**src/luc_consts.vh**
```
// Constants for the combined LIN/UART controller: register offsets, field positions, resets.
// Assumes a Wishbone byte-wide register bus with word-aligned registers.
`ifndef LUC_CONSTS_VH
`define LUC_CONSTS_VH

// Register byte offsets.
`define LUC_OFS_CONTROL 6'h00
`define LUC_OFS_STATUS 6'h04
`define LUC_OFS_IRQ_EN 6'h08
`define LUC_OFS_ERRORS 6'h0c
`define LUC_OFS_BIT_SAMPLING 6'h10
`define LUC_OFS_DIV_LOW 6'h14
`define LUC_OFS_DIV_HIGH 6'h18
`define LUC_OFS_LENGTHS 6'h1c
`define LUC_OFS_IDENT 6'h20
`define LUC_OFS_BUF_SEL 6'h24
`define LUC_OFS_DATA 6'h28

// Reset values.
`define LUC_RST_CONTROL 8'h00
`define LUC_RST_BIT_SAMPLING 8'h20
`define LUC_RST_IDENT 8'h80
`define LUC_SAMPLES_DEFAULT 6'h20

// Control register fields.
`define LUC_CTL_CMD_LO 0
`define LUC_CTL_CMD_GRP 2
`define LUC_CTL_ENABLE 3
`define LUC_CTL_CONF_LO 4
`define LUC_CTL_PROTO 6
`define LUC_CTL_SWRES 7
// Mask of control bits writable while busy: command, enable, soft reset.
`define LUC_CTL_BUSY_MASK 8'h8f

// Status register fields.
`define LUC_ST_RXOK 0
`define LUC_ST_TXOK 1
`define LUC_ST_ERR 3
`define LUC_ST_BUSY 4

// Error register fields.
`define LUC_ER_FRAME 4
`define LUC_ER_OVERRUN 6

// Frame configuration codes.
`define LUC_CONF_NONE 2'h0
`define LUC_CONF_EVEN 2'h1
`define LUC_CONF_ODD 2'h2
`define LUC_CONF_LISTEN 2'h3

// LIN header timing.
`define LUC_BREAK_MIN_BITS 5'h0b
`define LUC_BREAK_MAX_BITS 5'h1c
`define LUC_SYNC_EDGES 3'h4
`define LUC_MASTER_BIT 7

`endif

```
**src/luc_baud.v**
```verilog
// Baud prescaler: makes a one-cycle sample tick every (divisor+1) clocks.
// Assumes the divisor may change at any time; the count restarts on clear.
`timescale 1ns/10ps
module luc_baud (
	// Clock and reset
	input wire clk_i,
	input wire rst_i,
	// Control
	input wire clear_i,
	input wire [11:0] div_i,
	// Tick
	output reg tick_o
);
	reg [11:0] cnt_r;

	always @(posedge clk_i) begin
		if (rst_i || clear_i) begin
			cnt_r <= 12'h000;
			tick_o <= 1'b0;
		end else if (cnt_r >= div_i) begin
			cnt_r <= 12'h000;
			tick_o <= 1'b1;
		end else begin
			cnt_r <= cnt_r + 12'h001;
			tick_o <= 1'b0;
		end
	end
endmodule

```
**src/luc_top.v**
```verilog
// LIN/UART controller core: Wishbone register slave, UART byte services, LIN header resync.
// Assumes one clock clk_i and an asynchronous serial input that is synchronised here.
//
// What this block does
// - Low command bits choose UART service set.
// - UART mode bypasses FIFO; data single register.
// - Received char sets flag; read clears it.
// - Two-stage receive; overwrite flags overrun, framing.
// - Data write starts transmit, clears done flag.
// - Core reset full; soft reset partial only.
// - Soft reset keeps divisors, clears low nibbles.
// - Only the one I/O clock.
// - Protocol bit is stored only; no checksum logic uses it.
// - In LIN mode the configuration field only selects listening.
// - UART config picks parity or listening.
// - Listening loops tx to rx, disables pin.
// - Busy status bit mirrors internal busy.
// - LIN busy locks listed register writes; busy is never set in LIN mode, so no write is locked.
// - Abort deferred; disable and reset immediate.
// - Other command while busy: overrun, ignored.
// - UART busy only transmitting; locks control, data.
// - Bit rate: clock over samples times divisor plus one.
// - Receiver majority votes three samples.
// - Header: break 11..28 bits, sync retunes.
// - Tuned samples kept until response ends.
// - No resync when node is LIN master.
// - Clearing enable disables immediately.
// - Writing summary error bit clears errors.
`timescale 1ns/10ps
`include "luc_consts.vh"
module luc_top (
	// Clock and reset
	input wire clk_i,
	input wire rst_i,
	// Wishbone slave
	input wire wb_cyc_i,
	input wire wb_stb_i,
	input wire wb_we_i,
	input wire [5:0] wb_adr_i,
	input wire [3:0] wb_sel_i,
	input wire [31:0] wb_dat_i,
	output reg [31:0] wb_dat_o,
	output reg wb_ack_o,
	// Serial pins
	input wire serial_rx_pin_i,
	output reg serial_tx_pin_o,
	output reg serial_tx_oe_n_o
);
	// ****************************************
	// Registers
	// ****************************************
	reg [7:0] ctl_r;
	reg rxok_r;
	reg txok_r;
	reg [7:0] irq_en_r;
	reg [7:0] err_r;
	reg [7:0] btr_r;
	reg [7:0] div_lo_r;
	reg [7:0] div_hi_r;
	reg [7:0] dlr_r;
	reg [7:0] idr_r;
	reg [7:0] sel_r;
	reg [7:0] rx_hold_r;
	reg [7:0] tx_data_r;
	reg [5:0] lin_samples_r;
	reg tuned_r;

	wire enabled = ctl_r[`LUC_CTL_ENABLE];
	wire uart_mode = ctl_r[`LUC_CTL_CMD_GRP];
	wire [1:0] cmd_lo = ctl_r[1:0];
	wire [1:0] conf = ctl_r[5:4];
	wire rx_on = enabled && uart_mode && cmd_lo[1];
	wire tx_on = enabled && uart_mode && cmd_lo[0];
	wire listen = conf == `LUC_CONF_LISTEN;
	wire parity_on = uart_mode && (conf == `LUC_CONF_EVEN || conf == `LUC_CONF_ODD);
	wire parity_odd = conf == `LUC_CONF_ODD;
	wire [11:0] divisor = {div_hi_r[3:0], div_lo_r};
	wire [5:0] samples = (!uart_mode && tuned_r) ? lin_samples_r : btr_r[5:0];

	// ****************************************
	// Bus decode
	// ****************************************
	wire req = wb_cyc_i && wb_stb_i && !wb_ack_o;
	wire wr = req && wb_we_i && wb_sel_i[0];
	wire rd = req && !wb_we_i;
	wire busy;
	wire lin_lock = busy && !uart_mode;
	wire wr_ctl = wr && wb_adr_i == `LUC_OFS_CONTROL;
	wire wr_data = wr && wb_adr_i == `LUC_OFS_DATA;
	wire rd_data = rd && wb_adr_i == `LUC_OFS_DATA;
	wire [7:0] wd = wb_dat_i[7:0];
	wire soft_rst = wr_ctl && wd[`LUC_CTL_SWRES];
	// A new command other than abort, disable, group change or soft reset while busy.
	wire bad_cmd = wr_ctl && busy && wd[`LUC_CTL_ENABLE] && wd[`LUC_CTL_CMD_GRP] == uart_mode &&
		wd[1:0] != 2'h0 && wd[1:0] != cmd_lo && !wd[`LUC_CTL_SWRES];

	// ****************************************
	// Input synchroniser and sample ticks
	// ****************************************
	reg [2:0] rx_sync_r;
	wire tx_line;
	reg rx_line_r;
	always @(posedge clk_i) begin
		if (rst_i) begin
			rx_sync_r <= 3'h7;
			rx_line_r <= 1'b1;
		end else begin
			rx_sync_r <= {rx_sync_r[1:0], serial_rx_pin_i};
			if (rx_sync_r[2] == rx_sync_r[1])
				rx_line_r <= rx_sync_r[1];
		end
	end
	wire rx_in = listen ? tx_line : rx_line_r;

	wire tick;
	luc_baud u_baud (
		.clk_i(clk_i),
		.rst_i(rst_i),
		.clear_i(!enabled),
		.div_i(divisor),
		.tick_o(tick)
	);

	// ****************************************
	// Transmitter
	// ****************************************
	reg tx_busy_r;
	reg tx_bit_r;
	reg [5:0] tx_smp_r;
	reg [3:0] tx_idx_r;
	reg [10:0] tx_frame_r;
	wire [3:0] tx_last = parity_on ? 4'ha : 4'h9;
	assign tx_line = tx_busy_r ? tx_bit_r : 1'b1;
	assign busy = tx_busy_r;
	wire tx_done = tx_busy_r && tick && tx_smp_r == samples - 6'h01 && tx_idx_r == tx_last;

	always @(posedge clk_i) begin
		if (rst_i || soft_rst || !enabled || !uart_mode) begin
			tx_busy_r <= 1'b0;
			tx_bit_r <= 1'b1;
			tx_smp_r <= 6'h00;
			tx_idx_r <= 4'h0;
			tx_frame_r <= 11'h7ff;
		end else if (!tx_busy_r) begin
			if (wr_data && tx_on) begin
				tx_busy_r <= 1'b1;
				tx_frame_r <= parity_on ? {1'b1, ^wd ^ parity_odd, wd, 1'b0} : {2'h3, wd, 1'b0};
				tx_bit_r <= 1'b0;
				tx_smp_r <= 6'h00;
				tx_idx_r <= 4'h0;
			end
		end else if (tick) begin
			if (tx_smp_r == samples - 6'h01) begin
				tx_smp_r <= 6'h00;
				if (tx_idx_r == tx_last) begin
					tx_busy_r <= 1'b0;
					tx_bit_r <= 1'b1;
				end else begin
					tx_idx_r <= tx_idx_r + 4'h1;
					tx_bit_r <= tx_frame_r[tx_idx_r + 4'h1];
				end
			end else
				tx_smp_r <= tx_smp_r + 6'h01;
		end
	end

	// ****************************************
	// Receiver with three-sample majority vote
	// ****************************************
	reg rx_act_r;
	reg [5:0] rx_smp_r;
	reg [3:0] rx_idx_r;
	reg [9:0] rx_shift_r;
	reg [2:0] vote_r;
	reg rx_prev_r;
	wire [5:0] mid = {1'b0, samples[5:1]};
	wire voted = (vote_r[0] & vote_r[1]) | (vote_r[1] & vote_r[2]) | (vote_r[0] & vote_r[2]);
	wire rx_bit_end = rx_act_r && tick && rx_smp_r == mid + 6'h03;
	wire rx_done = rx_bit_end && rx_idx_r == tx_last;
	always @(posedge clk_i) begin
		if (rst_i || soft_rst || !rx_on) begin
			rx_act_r <= 1'b0;
			rx_smp_r <= 6'h00;
			rx_idx_r <= 4'h0;
			rx_shift_r <= 10'h000;
			vote_r <= 3'h7;
			rx_prev_r <= 1'b1;
		end else if (tick) begin
			rx_prev_r <= rx_in;
			if (!rx_act_r) begin
				if (rx_prev_r && !rx_in) begin
					rx_act_r <= 1'b1;
					rx_smp_r <= 6'h01;
					rx_idx_r <= 4'h0;
				end
			end else begin
				if (rx_smp_r >= mid && rx_smp_r <= mid + 6'h02)
					vote_r <= {vote_r[1:0], rx_in};
				if (rx_done || (rx_bit_end && rx_idx_r == 4'h0 && voted))
					rx_act_r <= 1'b0;
				if (rx_bit_end && rx_idx_r != 4'h0 && rx_idx_r != tx_last)
					rx_shift_r <= {voted, rx_shift_r[9:1]};
				if (rx_bit_end)
					rx_idx_r <= rx_idx_r + 4'h1;
				rx_smp_r <= (rx_smp_r == samples - 6'h01) ? 6'h00 : rx_smp_r + 6'h01;
			end
		end
	end
	// With parity the parity bit lands on top, so the data sit one place lower.
	wire [7:0] rx_byte = parity_on ? rx_shift_r[8:1] : rx_shift_r[9:2];

	// ****************************************
	// LIN slave header resynchronisation
	// ****************************************
	reg [11:0] low_cnt_r;
	reg [2:0] sync_edges_r;
	reg [11:0] sync_cnt_r;
	reg sync_run_r;
	reg lin_in_prev_r;
	wire lin_slave = enabled && !uart_mode && !idr_r[`LUC_MASTER_BIT];
	wire [11:0] break_min = {7'h00, `LUC_BREAK_MIN_BITS} << 5;
	wire [11:0] break_max = {7'h00, `LUC_BREAK_MAX_BITS} << 5;
	always @(posedge clk_i) begin
		if (tuned_r && wr_ctl && wd[1:0] == 2'h0 && cmd_lo != 2'h0)
			tuned_r <= 1'b0;
		if (rst_i || soft_rst || !lin_slave) begin
			low_cnt_r <= 12'h000;
			sync_edges_r <= 3'h0;
			sync_cnt_r <= 12'h000;
			sync_run_r <= 1'b0;
			lin_in_prev_r <= 1'b1;
			lin_samples_r <= `LUC_SAMPLES_DEFAULT;
			tuned_r <= 1'b0;
		end else if (tick) begin
			lin_in_prev_r <= rx_in;
			if (!rx_in && low_cnt_r != 12'hfff)
				low_cnt_r <= low_cnt_r + 12'h001;
			// Break length is measured at the default count of samples.
			if (rx_in && !lin_in_prev_r) begin
				low_cnt_r <= 12'h000;
				if (!tuned_r && low_cnt_r >= break_min && low_cnt_r <= break_max) begin
					sync_run_r <= 1'b1;
					sync_edges_r <= 3'h0;
					sync_cnt_r <= 12'h000;
				end
			end
			if (sync_run_r) begin
				sync_cnt_r <= sync_cnt_r + 12'h001;
				if (!rx_in && lin_in_prev_r) begin
					if (sync_edges_r == `LUC_SYNC_EDGES) begin
						// Eight bit times between first and fifth falling edge.
						sync_run_r <= 1'b0;
						lin_samples_r <= sync_cnt_r[8:3];
						tuned_r <= 1'b1;
					end
					if (sync_edges_r == 3'h0)
						sync_cnt_r <= 12'h000;
					sync_edges_r <= sync_edges_r + 3'h1;
				end
			end
		end
	end

	// ****************************************
	// Register writes and flags
	// ****************************************
	wire err_clr = wr && wb_adr_i == `LUC_OFS_STATUS && wd[`LUC_ST_ERR];
	always @(posedge clk_i) begin
		if (rst_i || soft_rst) begin
			ctl_r <= `LUC_RST_CONTROL;
			irq_en_r <= {irq_en_r[7:4] & {4{!rst_i}}, 4'h0};
			btr_r <= `LUC_RST_BIT_SAMPLING;
			if (rst_i) begin
				div_lo_r <= 8'h00;
				div_hi_r <= 8'h00;
			end
			dlr_r <= 8'h00;
			idr_r <= `LUC_RST_IDENT;
			sel_r <= {sel_r[7:4] & {4{!rst_i}}, 4'h0};
			err_r <= 8'h00;
			rxok_r <= 1'b0;
			txok_r <= 1'b0;
			rx_hold_r <= 8'h00;
			tx_data_r <= 8'h00;
		end else begin
			if (wr_ctl) begin
				if (bad_cmd)
					ctl_r <= (ctl_r & `LUC_CTL_BUSY_MASK) | (ctl_r & ~`LUC_CTL_BUSY_MASK);
				else if (busy)
					ctl_r <= (wd & `LUC_CTL_BUSY_MASK) | (ctl_r & ~`LUC_CTL_BUSY_MASK);
				else
					ctl_r <= wd & 8'h7f;
			end
			if (wr && wb_adr_i == `LUC_OFS_IRQ_EN)
				irq_en_r <= wd & 8'h0f;
			if (wr && wb_adr_i == `LUC_OFS_BIT_SAMPLING)
				btr_r <= wd;
			if (wr && !lin_lock && wb_adr_i == `LUC_OFS_DIV_LOW)
				div_lo_r <= wd;
			if (wr && !lin_lock && wb_adr_i == `LUC_OFS_DIV_HIGH)
				div_hi_r <= {4'h0, wd[3:0]};
			if (wr && !lin_lock && !uart_mode && wb_adr_i == `LUC_OFS_LENGTHS)
				dlr_r <= wd;
			else if (uart_mode)
				dlr_r <= 8'h00;
			if (wr && !lin_lock && wb_adr_i == `LUC_OFS_IDENT)
				idr_r <= wd;
			if (wr && wb_adr_i == `LUC_OFS_BUF_SEL)
				sel_r <= wd;
			if (wr_data && !busy)
				tx_data_r <= wd;
			// Set beats clear for every hardware flag: the sets come after the clear.
			if (err_clr)
				err_r <= 8'h00;
			if (rx_done && !voted)
				err_r[`LUC_ER_FRAME] <= 1'b1;
			if ((rx_done && rxok_r) || bad_cmd)
				err_r[`LUC_ER_OVERRUN] <= 1'b1;
			if (rx_done) begin
				rx_hold_r <= rx_byte;
				rxok_r <= 1'b1;
			end else if (rd_data || (wr && wb_adr_i == `LUC_OFS_STATUS && wd[`LUC_ST_RXOK]))
				rxok_r <= 1'b0;
			if (tx_done)
				txok_r <= 1'b1;
			else if ((wr_data && tx_on && !busy) ||
				(wr && wb_adr_i == `LUC_OFS_STATUS && wd[`LUC_ST_TXOK]))
				txok_r <= 1'b0;
		end
	end

	// ****************************************
	// Read mux, acknowledge and pins
	// ****************************************
	reg [7:0] rdat;
	always @* begin
		case (wb_adr_i)
			`LUC_OFS_CONTROL: rdat = ctl_r;
			`LUC_OFS_STATUS: rdat = {3'h0, busy, |err_r, 1'b0, txok_r, rxok_r};
			`LUC_OFS_IRQ_EN: rdat = irq_en_r;
			`LUC_OFS_ERRORS: rdat = err_r;
			`LUC_OFS_BIT_SAMPLING: rdat = {btr_r[7:6], samples};
			`LUC_OFS_DIV_LOW: rdat = div_lo_r;
			`LUC_OFS_DIV_HIGH: rdat = div_hi_r;
			`LUC_OFS_LENGTHS: rdat = dlr_r;
			`LUC_OFS_IDENT: rdat = idr_r;
			`LUC_OFS_BUF_SEL: rdat = sel_r;
			`LUC_OFS_DATA: rdat = uart_mode ? rx_hold_r : tx_data_r;
			default: rdat = 8'h00;
		endcase
	end

	always @(posedge clk_i) begin
		if (rst_i) begin
			wb_ack_o <= 1'b0;
			wb_dat_o <= 32'h00000000;
			serial_tx_pin_o <= 1'b1;
			serial_tx_oe_n_o <= 1'b1;
		end else begin
			wb_ack_o <= req;
			wb_dat_o <= rd ? {24'h000000, rdat} : 32'h00000000;
			serial_tx_pin_o <= listen ? 1'b1 : tx_line;
			serial_tx_oe_n_o <= !(enabled && !listen);
		end
	end
endmodule

```
**config.mk**
```make
export PLATFORM = sky130hd
export DESIGN_NAME = luc_top
export DESIGN_NICKNAME = d
export VERILOG_FILES = /design/src/luc_baud.v /design/src/luc_top.v
export VERILOG_INCLUDE_DIRS = /design/src /design/src/src
export SDC_FILE = /design/constraint.sdc
export NUM_CORES = 1
export LEC_CHECK = 0
export BUFFER_PORTS_ARGS = -buffer_cell sky130_fd_sc_hd__buf_2
export CORE_ASPECT_RATIO = 1.2
export CORE_MARGIN = 4
export CORE_UTILIZATION = 55
export DETAILED_ROUTE_END_ITERATION = 10
export PLACE_DENSITY_LB_ADDON = 0.25
export SLEW_MARGIN = 10
export SYNTH_ARGS = -nofsm -noshare
export SYNTH_HDL_FRONTEND = slang
export SYNTH_SLANG_ARGS = --single-unit
```
**constraint.sdc**
```tcl
create_clock -name clk_i -period 3.5 [get_ports clk_i]
set_input_delay 0.525 -clock clk_i [delete_from_list [all_inputs] [get_ports clk_i]]
set_output_delay 0.525 -clock clk_i [all_outputs]
set_load 0.01 [all_outputs]
```
==> results of run 1 <==
[layer usage]
layer | vias to the layer above | global-route usage [%] | wire length (microns)
met4 | 0 | 12.9 | 1250
li1 | 4077 | - | -
met3 | 80 | 4.68 | 1370
met2 | 285 | 41.5 | 11800
met1 | 3880 | 30.6 | 10700
met5 | - | 0 | 0
[flip-flops by register name (all words and copies together), names as in the netlist, 9 cells and up]
register / cells
low_cnt_r: 12
rx_shift_r: 9
sync_cnt_r: 9
tx_frame_r: 10
u_baud.cnt_r: 12
[Yosys cell counts, drive strengths merged, types with 23 or more instances]
library cell	number	area, sq um
ha	43	538
clkbuf	57	214
nand2	122	458
inv	42	158
xor2	26	228
nor2	128	480
o21ai	35	175
mux2i	83	863
nand3	53	265
dfxtp	167	3340
buf	28	213
nor3	23	115
xnor2	30	263
a21oi	70	350
[per-stage QoR]
| step | setup TNS, ns | std cells | hold WS [ns] |
|---|---|---|---|
| after floorplan | 0 | 1180 | 0.389 |
| after global placement | 0 | 1388 | 0.394 |
| after detailed placement | 0 | 1388 | 0.398 |
| after CTS | 0 | 1420 | 0.257 |
| after global routing | -0.0316 | 1420 | 0.274 |
| final | 0 | 1420 | 0.267 |
[layout by cell type, fill, tap and decap left out, drive strengths merged, types with 23 or more instances in the layout]
cell type,count
conb,24
ha,43
nor2,128
xor2,26
xnor2,30
mux2i,83
nand3,53
nor3,23
inv,48
buf,73
nand2,122
o21ai,35
dfxtp,167
a21oi,70
[final cells by class]
type                    instances  area [sq um]
clock buffers                  20           489
clock inverters                12           124
fillers                      1497          6630
inverters                      42           158
multi-input cells             866          5610
flip-flops and latches        187          3940
well taps                     220           275
repair buffers                 73           470
[cell families (layout without fill, tap and decap cells)]
| logic type | after synthesis | after routing | synth area share (%) |
|---|---|---|---|
| adder cells (fa/ha/maj) | 44 | 44 | 5.46 |
| AO/OA/AOI/OAI | 206 | 206 | 13.2 |
| flip-flops | 187 | 187 | 39.3 |
| multiplexers | 86 | 86 | 9.17 |
| buffers and inverters | 127 | 147 | 5.83 |
| AND/OR/NAND/NOR | 447 | 447 | 21.4 |
| XOR/XNOR | 59 | 59 | 5.56 |
| other | 1 | 24 | 0.0374 |
[critical path: stages, from the launching register on]
cell and delay [ns]:
dfxtp_1 0.32, nor2b_2 0.30, buf_4 0.22, mux2i_2 0.35, ha_1 0.21, inv_1 0.05, o21a_1 0.21, or3_1 0.37
a2111o_1 0.51, or4_4 0.54, o311ai_2 0.21
[path summary, 6_finish.rpt]
check / slack [ns] / cells after the start / start / endpoint
worst max register to register: 0.12 / 10 / tuned_r / tx_idx_r[2]
worst min-delay path: 0.27 / 2 / serial_rx_pin_i / rx_sync_r[0]
worst min register to register: 0.41 / 1 / rx_sync_r[0] / rx_sync_r[1]
worst max-delay path: 0.12 / 10 / tuned_r / tx_idx_r[2]
[power by group through the flow]
| stage | Combinational (mW) | Sequential [mW] | Clock, mW |
|---|---|---|---|
| final | 0.175 | 2.19 | 1.99 |
| after global routing | 0.190 | 2.19 | 2.11 |
| after CTS | 0.171 | 2.19 | 2.02 |
| after detailed placement | 0.170 | 2.24 | 0 |
| after global placement | 0.170 | 2.24 | 0 |
| after floorplan | 0.135 | 2.24 | 0 |
[timing repair]
item                                    CTS  global route
gates resized for setup                   0             4
hold endpoints to repair                  0             0
endpoints found under the setup margin    0            24
hold buffers                              0             0
==> run metrics, run 1 <==
CTS Sinks 187; Core ar. 17,700 sq um; ys async rst share 0%; Die X 131 microns; total power 4.36 mW; post-route ant nets 0; Die Area 20,500 sq um; Clock Power Share 45.6%; initial DRC count 816; clock skew 0.00855 ns; Arr. time, crit path 3.73 ns; combinational share of power 4.0%; startpoint types flip-flop; GR Util All Layers 24.7%; final worst slack 0.121 ns; Starting Density 56.7%; Max-Cap Viols 0; chip height 156 microns; Synthesis Warnings 0; Slew Viols, Final 0; DRT Pass-1 Iters 5; PD cells 393 nW/um^2; EDFF count, synth 20; Post-Synthesis Cells 1,157; Post-route DRC 0; worst hold-check path type in -> reg; Crit Path Class reg -> reg; sequential share of the synthesized area 39.3%; largest net degree at the start of global routing 26; Final setup viols 0; worst endpoint required time 3.85 ns; Power Internal 3.34 mW; final net count 1,278; DP HPWL 18.1 mm; final hold vios 0; Post-Syn Area 10,000 sq um; initial antenna violation count 0; final critical-path required period 3.38 ns; Primary FF master, synth dfxtp_1; clk buf depth 2; leakage 4.52 nW; count of input and output buffers 31; Max-slew headroom 31.2%; Layout Utilization 62.5%; Post CTS Setup Buffer Count 0; status completed; Ports 83; n_diodes 0; period utilisation layout 96.6%; library cells used by synthesis 75; actual slew at the worst max-slew pin 1.02 ns; Worst-path clk slew 0.07 ns; Fmax achieved 296 MHz; Crit Path Max Fanout 6; Net Sw Frac 23.3%; Post-Place Worst Slack 0.0895 ns; final wirelength 25.1 mm; post-synthesis register bit count 187; CTS Buf Count 17; first-pass GRT wire length 40.9 mm; total gr overflow 0; CP endpoint kind flip-flop; sequential share of power 50.4%; Finished Cell Area 11,100 sq um; peak supply drop 0.323 mV; switching power total 1.02 mW; vias per cell 5.86; Cell Area, Placed 10,400 sq um; Post-Syn Area per Cell 8.67 sq um; worst skew pair latency 0.44 ns; Root Buffer clkbuf_16; CTS tree yes; Layout area overhead 10.4%; vias 8,322; Core Rows 53; per-cell routed wire length 17.7 microns; share of cells above drive strength 1 11.6%; vias in the first global route 7,892; CTS H-Tree Depth 4; routability-driven placement congestion ratio 0.961
(Power assumes the default switching activity.)
==> run 2: changes to the inputs <==
--- a/config.mk
+++ b/config.mk
@@ -10,6 +10,7 @@
 export CORE_ASPECT_RATIO = 1.2
 export CORE_MARGIN = 4
 export CORE_UTILIZATION = 55
+export CTS_CLUSTER_DIAMETER = 80
 export DETAILED_ROUTE_END_ITERATION = 10
 export PLACE_DENSITY_LB_ADDON = 0.25
 export SLEW_MARGIN = 10
==> constraint.sdc (replaced) <==
create_clock -name clk_i -period 3.5 [get_ports clk_i]
set_input_delay 1.05 -clock clk_i [delete_from_list [all_inputs] [get_ports clk_i]]
set_output_delay 1.05 -clock clk_i [all_outputs]
set_load 0.02 [all_outputs]
==> run 2 against run 1 <==
Effect of this change:
- clock-buffer cell count fell by 2
- fmax up 3.4%
- register-to-register slack gained 0.11 ns
- non-clock buffer count is 5 higher
- critical path depth increased by 2
- utilization increased by 0.34 points
- routed wire length fell by 0.48%
==> run metrics, run 2 (synthesis results as in run 1) <==
status completed; FILL cells 1,521 (+1.6%); Largest regs low_cnt_r: 12 flops, u_baud.cnt_r: 12 flops, tx_frame_r: 10 flops; actual slew at the worst max-slew pin 0.974 ns (-0.0489 ns); Core Rows 53 (unchanged); Core ar. 17,700 sq um (unchanged); PD cells 390 nW/um^2 (-0.94%); final hold vios 0 (unchanged); Starting Density 56.7% (unchanged); FF/Latch Area 3940 sq um (unchanged); commonest non-fill, non-tap cell in the layout dfxtp_1; CTS tree yes; leakage 4.54 nW (+0.53%); Layout area overhead 11.0%; CTS Buf Count 17 (unchanged); per-cell routed wire length 17.5 microns (-0.83%); startpoint types flip-flop; vias 8,345 (+0.28%); Setup TNS 0 ns (unchanged); first-pass GRT wire length 40.7 mm (-0.47%); worst skew pair latency 0.43 ns (about the same); CP endpoint kind flip-flop; period utilisation layout 93.4% (-3.2 points); Final setup viols 0 (unchanged); routability-driven placement congestion ratio 0.955 (-0.67%); peak supply drop 0.329 mV (+1.8%); worst endpoint required time 3.80 ns (-0.05 ns); Slew Viols, Final 0 (unchanged); hold_ws 0.413 ns (+0.145 ns); Ports 83 (unchanged); CTS Sinks 187 (unchanged); initial DRC count 719 (-12%); Arr. time, crit path 3.57 ns (-0.16 ns); hold_buf cts 0 (unchanged); vias per cell 5.86 (about the same); final wirelength 25.0 mm (-0.48%); Worst-path clk slew 0.07 ns (about the same); Crit Path Class reg -> reg; DP HPWL 18.2 mm (about the same); worst hold-check path type reg -> reg; DRT Pass-1 Iters 7 (+2); n_diodes 0 (unchanged); GR Util All Layers 24.5% (-0.22 points); vias in the first global route 8,010 (+1.5%); Root Buffer clkbuf_16; count of input and output buffers 31 (unchanged); area occupied by multi-input gates 5620 sq um (+0.13%); CTS H-Tree Depth 4 (unchanged); total gr overflow 0 (unchanged); Post-route DRC 0 (unchanged); clk buf depth 2 (unchanged); Die Area 20,500 sq um (unchanged); Layout Utilization 62.9% (+0.34 points); Fmax achieved 306 MHz (+3.4%); unrepaired setup endpoints after global routing false; Die X 131 microns (unchanged); chip height 156 microns (unchanged); initial antenna violation count 0 (unchanged); clock skew 0.0115 ns (+0.00292 ns); Crit Path Max Fanout 9 (+3); post-route ant nets 0 (unchanged); Max-Cap Viols 0 (unchanged); share of cells above drive strength 1 11.9% (+0.28 points); final net count 1,283 (+0.39%); final critical-path required period 3.27 ns (-0.111 ns); commonest cells after routing, fill and taps aside 167 x dfxtp_1, 128 x nor2_1, 122 x nand2_1; largest net degree at the start of global routing 36 (+38%); Max-slew headroom 34.5% (+3.3 points)
-- run 2: final cells by class --
class / count / share of cell area, %
Tap cell: 220 / 2.47
Multi-Input combinational cell: 866 / 50.5
Clock buffer: 18 / 4.05
Timing Repair Buffer: 78 / 4.79
Clock inverter: 14 / 1.37
Inverter: 42 / 1.42
Sequential cell: 187 / 35.4
-- run 2: what timing repair did --
action,4_1_cts,5_1_grt
setup buffers,0,0
setup endpoints to repair,0,27
gates resized for setup,0,4
-- run 2: worst max-delay path, stage by stage (launching register included) --
cell and delay (ns):
dfxtp_1 0.33, nor2b_4 0.27, mux2i_4 0.28, inv_1 0.08, ha_1 0.20, and4b_1 0.22
a311oi_1 0.37, a21oi_1 0.15, a221oi_2 0.32, o221ai_2 0.15, buf_4 0.19, or2_2 0.42
mux2i_1 0.16
-- run 2: through the flow --
step	cells	power [mW]	worst slack (ns)	instance area [sq um]
2_1_floorplan	1180	2.38	0.0706	10100
3_3_place_gp	1393	2.43	0.0929	10500
3_5_place_dp	1393	2.43	0.0489	10500
4_1_cts	1425	4.36	0.0180	11100
5_1_grt	1425	4.47	0.0171	11100
6_report	1425	4.34	0.232	11100
-- run 2: power by group --
part	leakage (nW)	switching, mW	internal (mW)
sequential	1.54	0.0121	2.18
clock	0.291	0.903	1.05
combinational	2.70	0.133	0.0554
total	4.54	1.05	3.29
-- run 2: worst paths after layout --
kind / start / to / slack, ns / cells past startpoint
hold / removal: rx_sync_r[0] / rx_sync_r[1] / 0.41 / 1
setup / recovery: tuned_r / rx_shift_r[8] / 0.23 / 12
hold reg to reg: rx_sync_r[0] / rx_sync_r[1] / 0.41 / 1
setup reg to reg: tuned_r / rx_shift_r[8] / 0.23 / 12
-- run 2: per-layer routing --
metal | part of all wire [%] | global-route usage [%] | vias to the layer above
li1 | - | - | 4068
met1 | 42 | 30.6 | 3916
met2 | 47 | 41.8 | 297
met3 | 6.2 | 4.35 | 64
met4 | 4.0 | 11.3 | 0
met5 | 0 | 0 | -
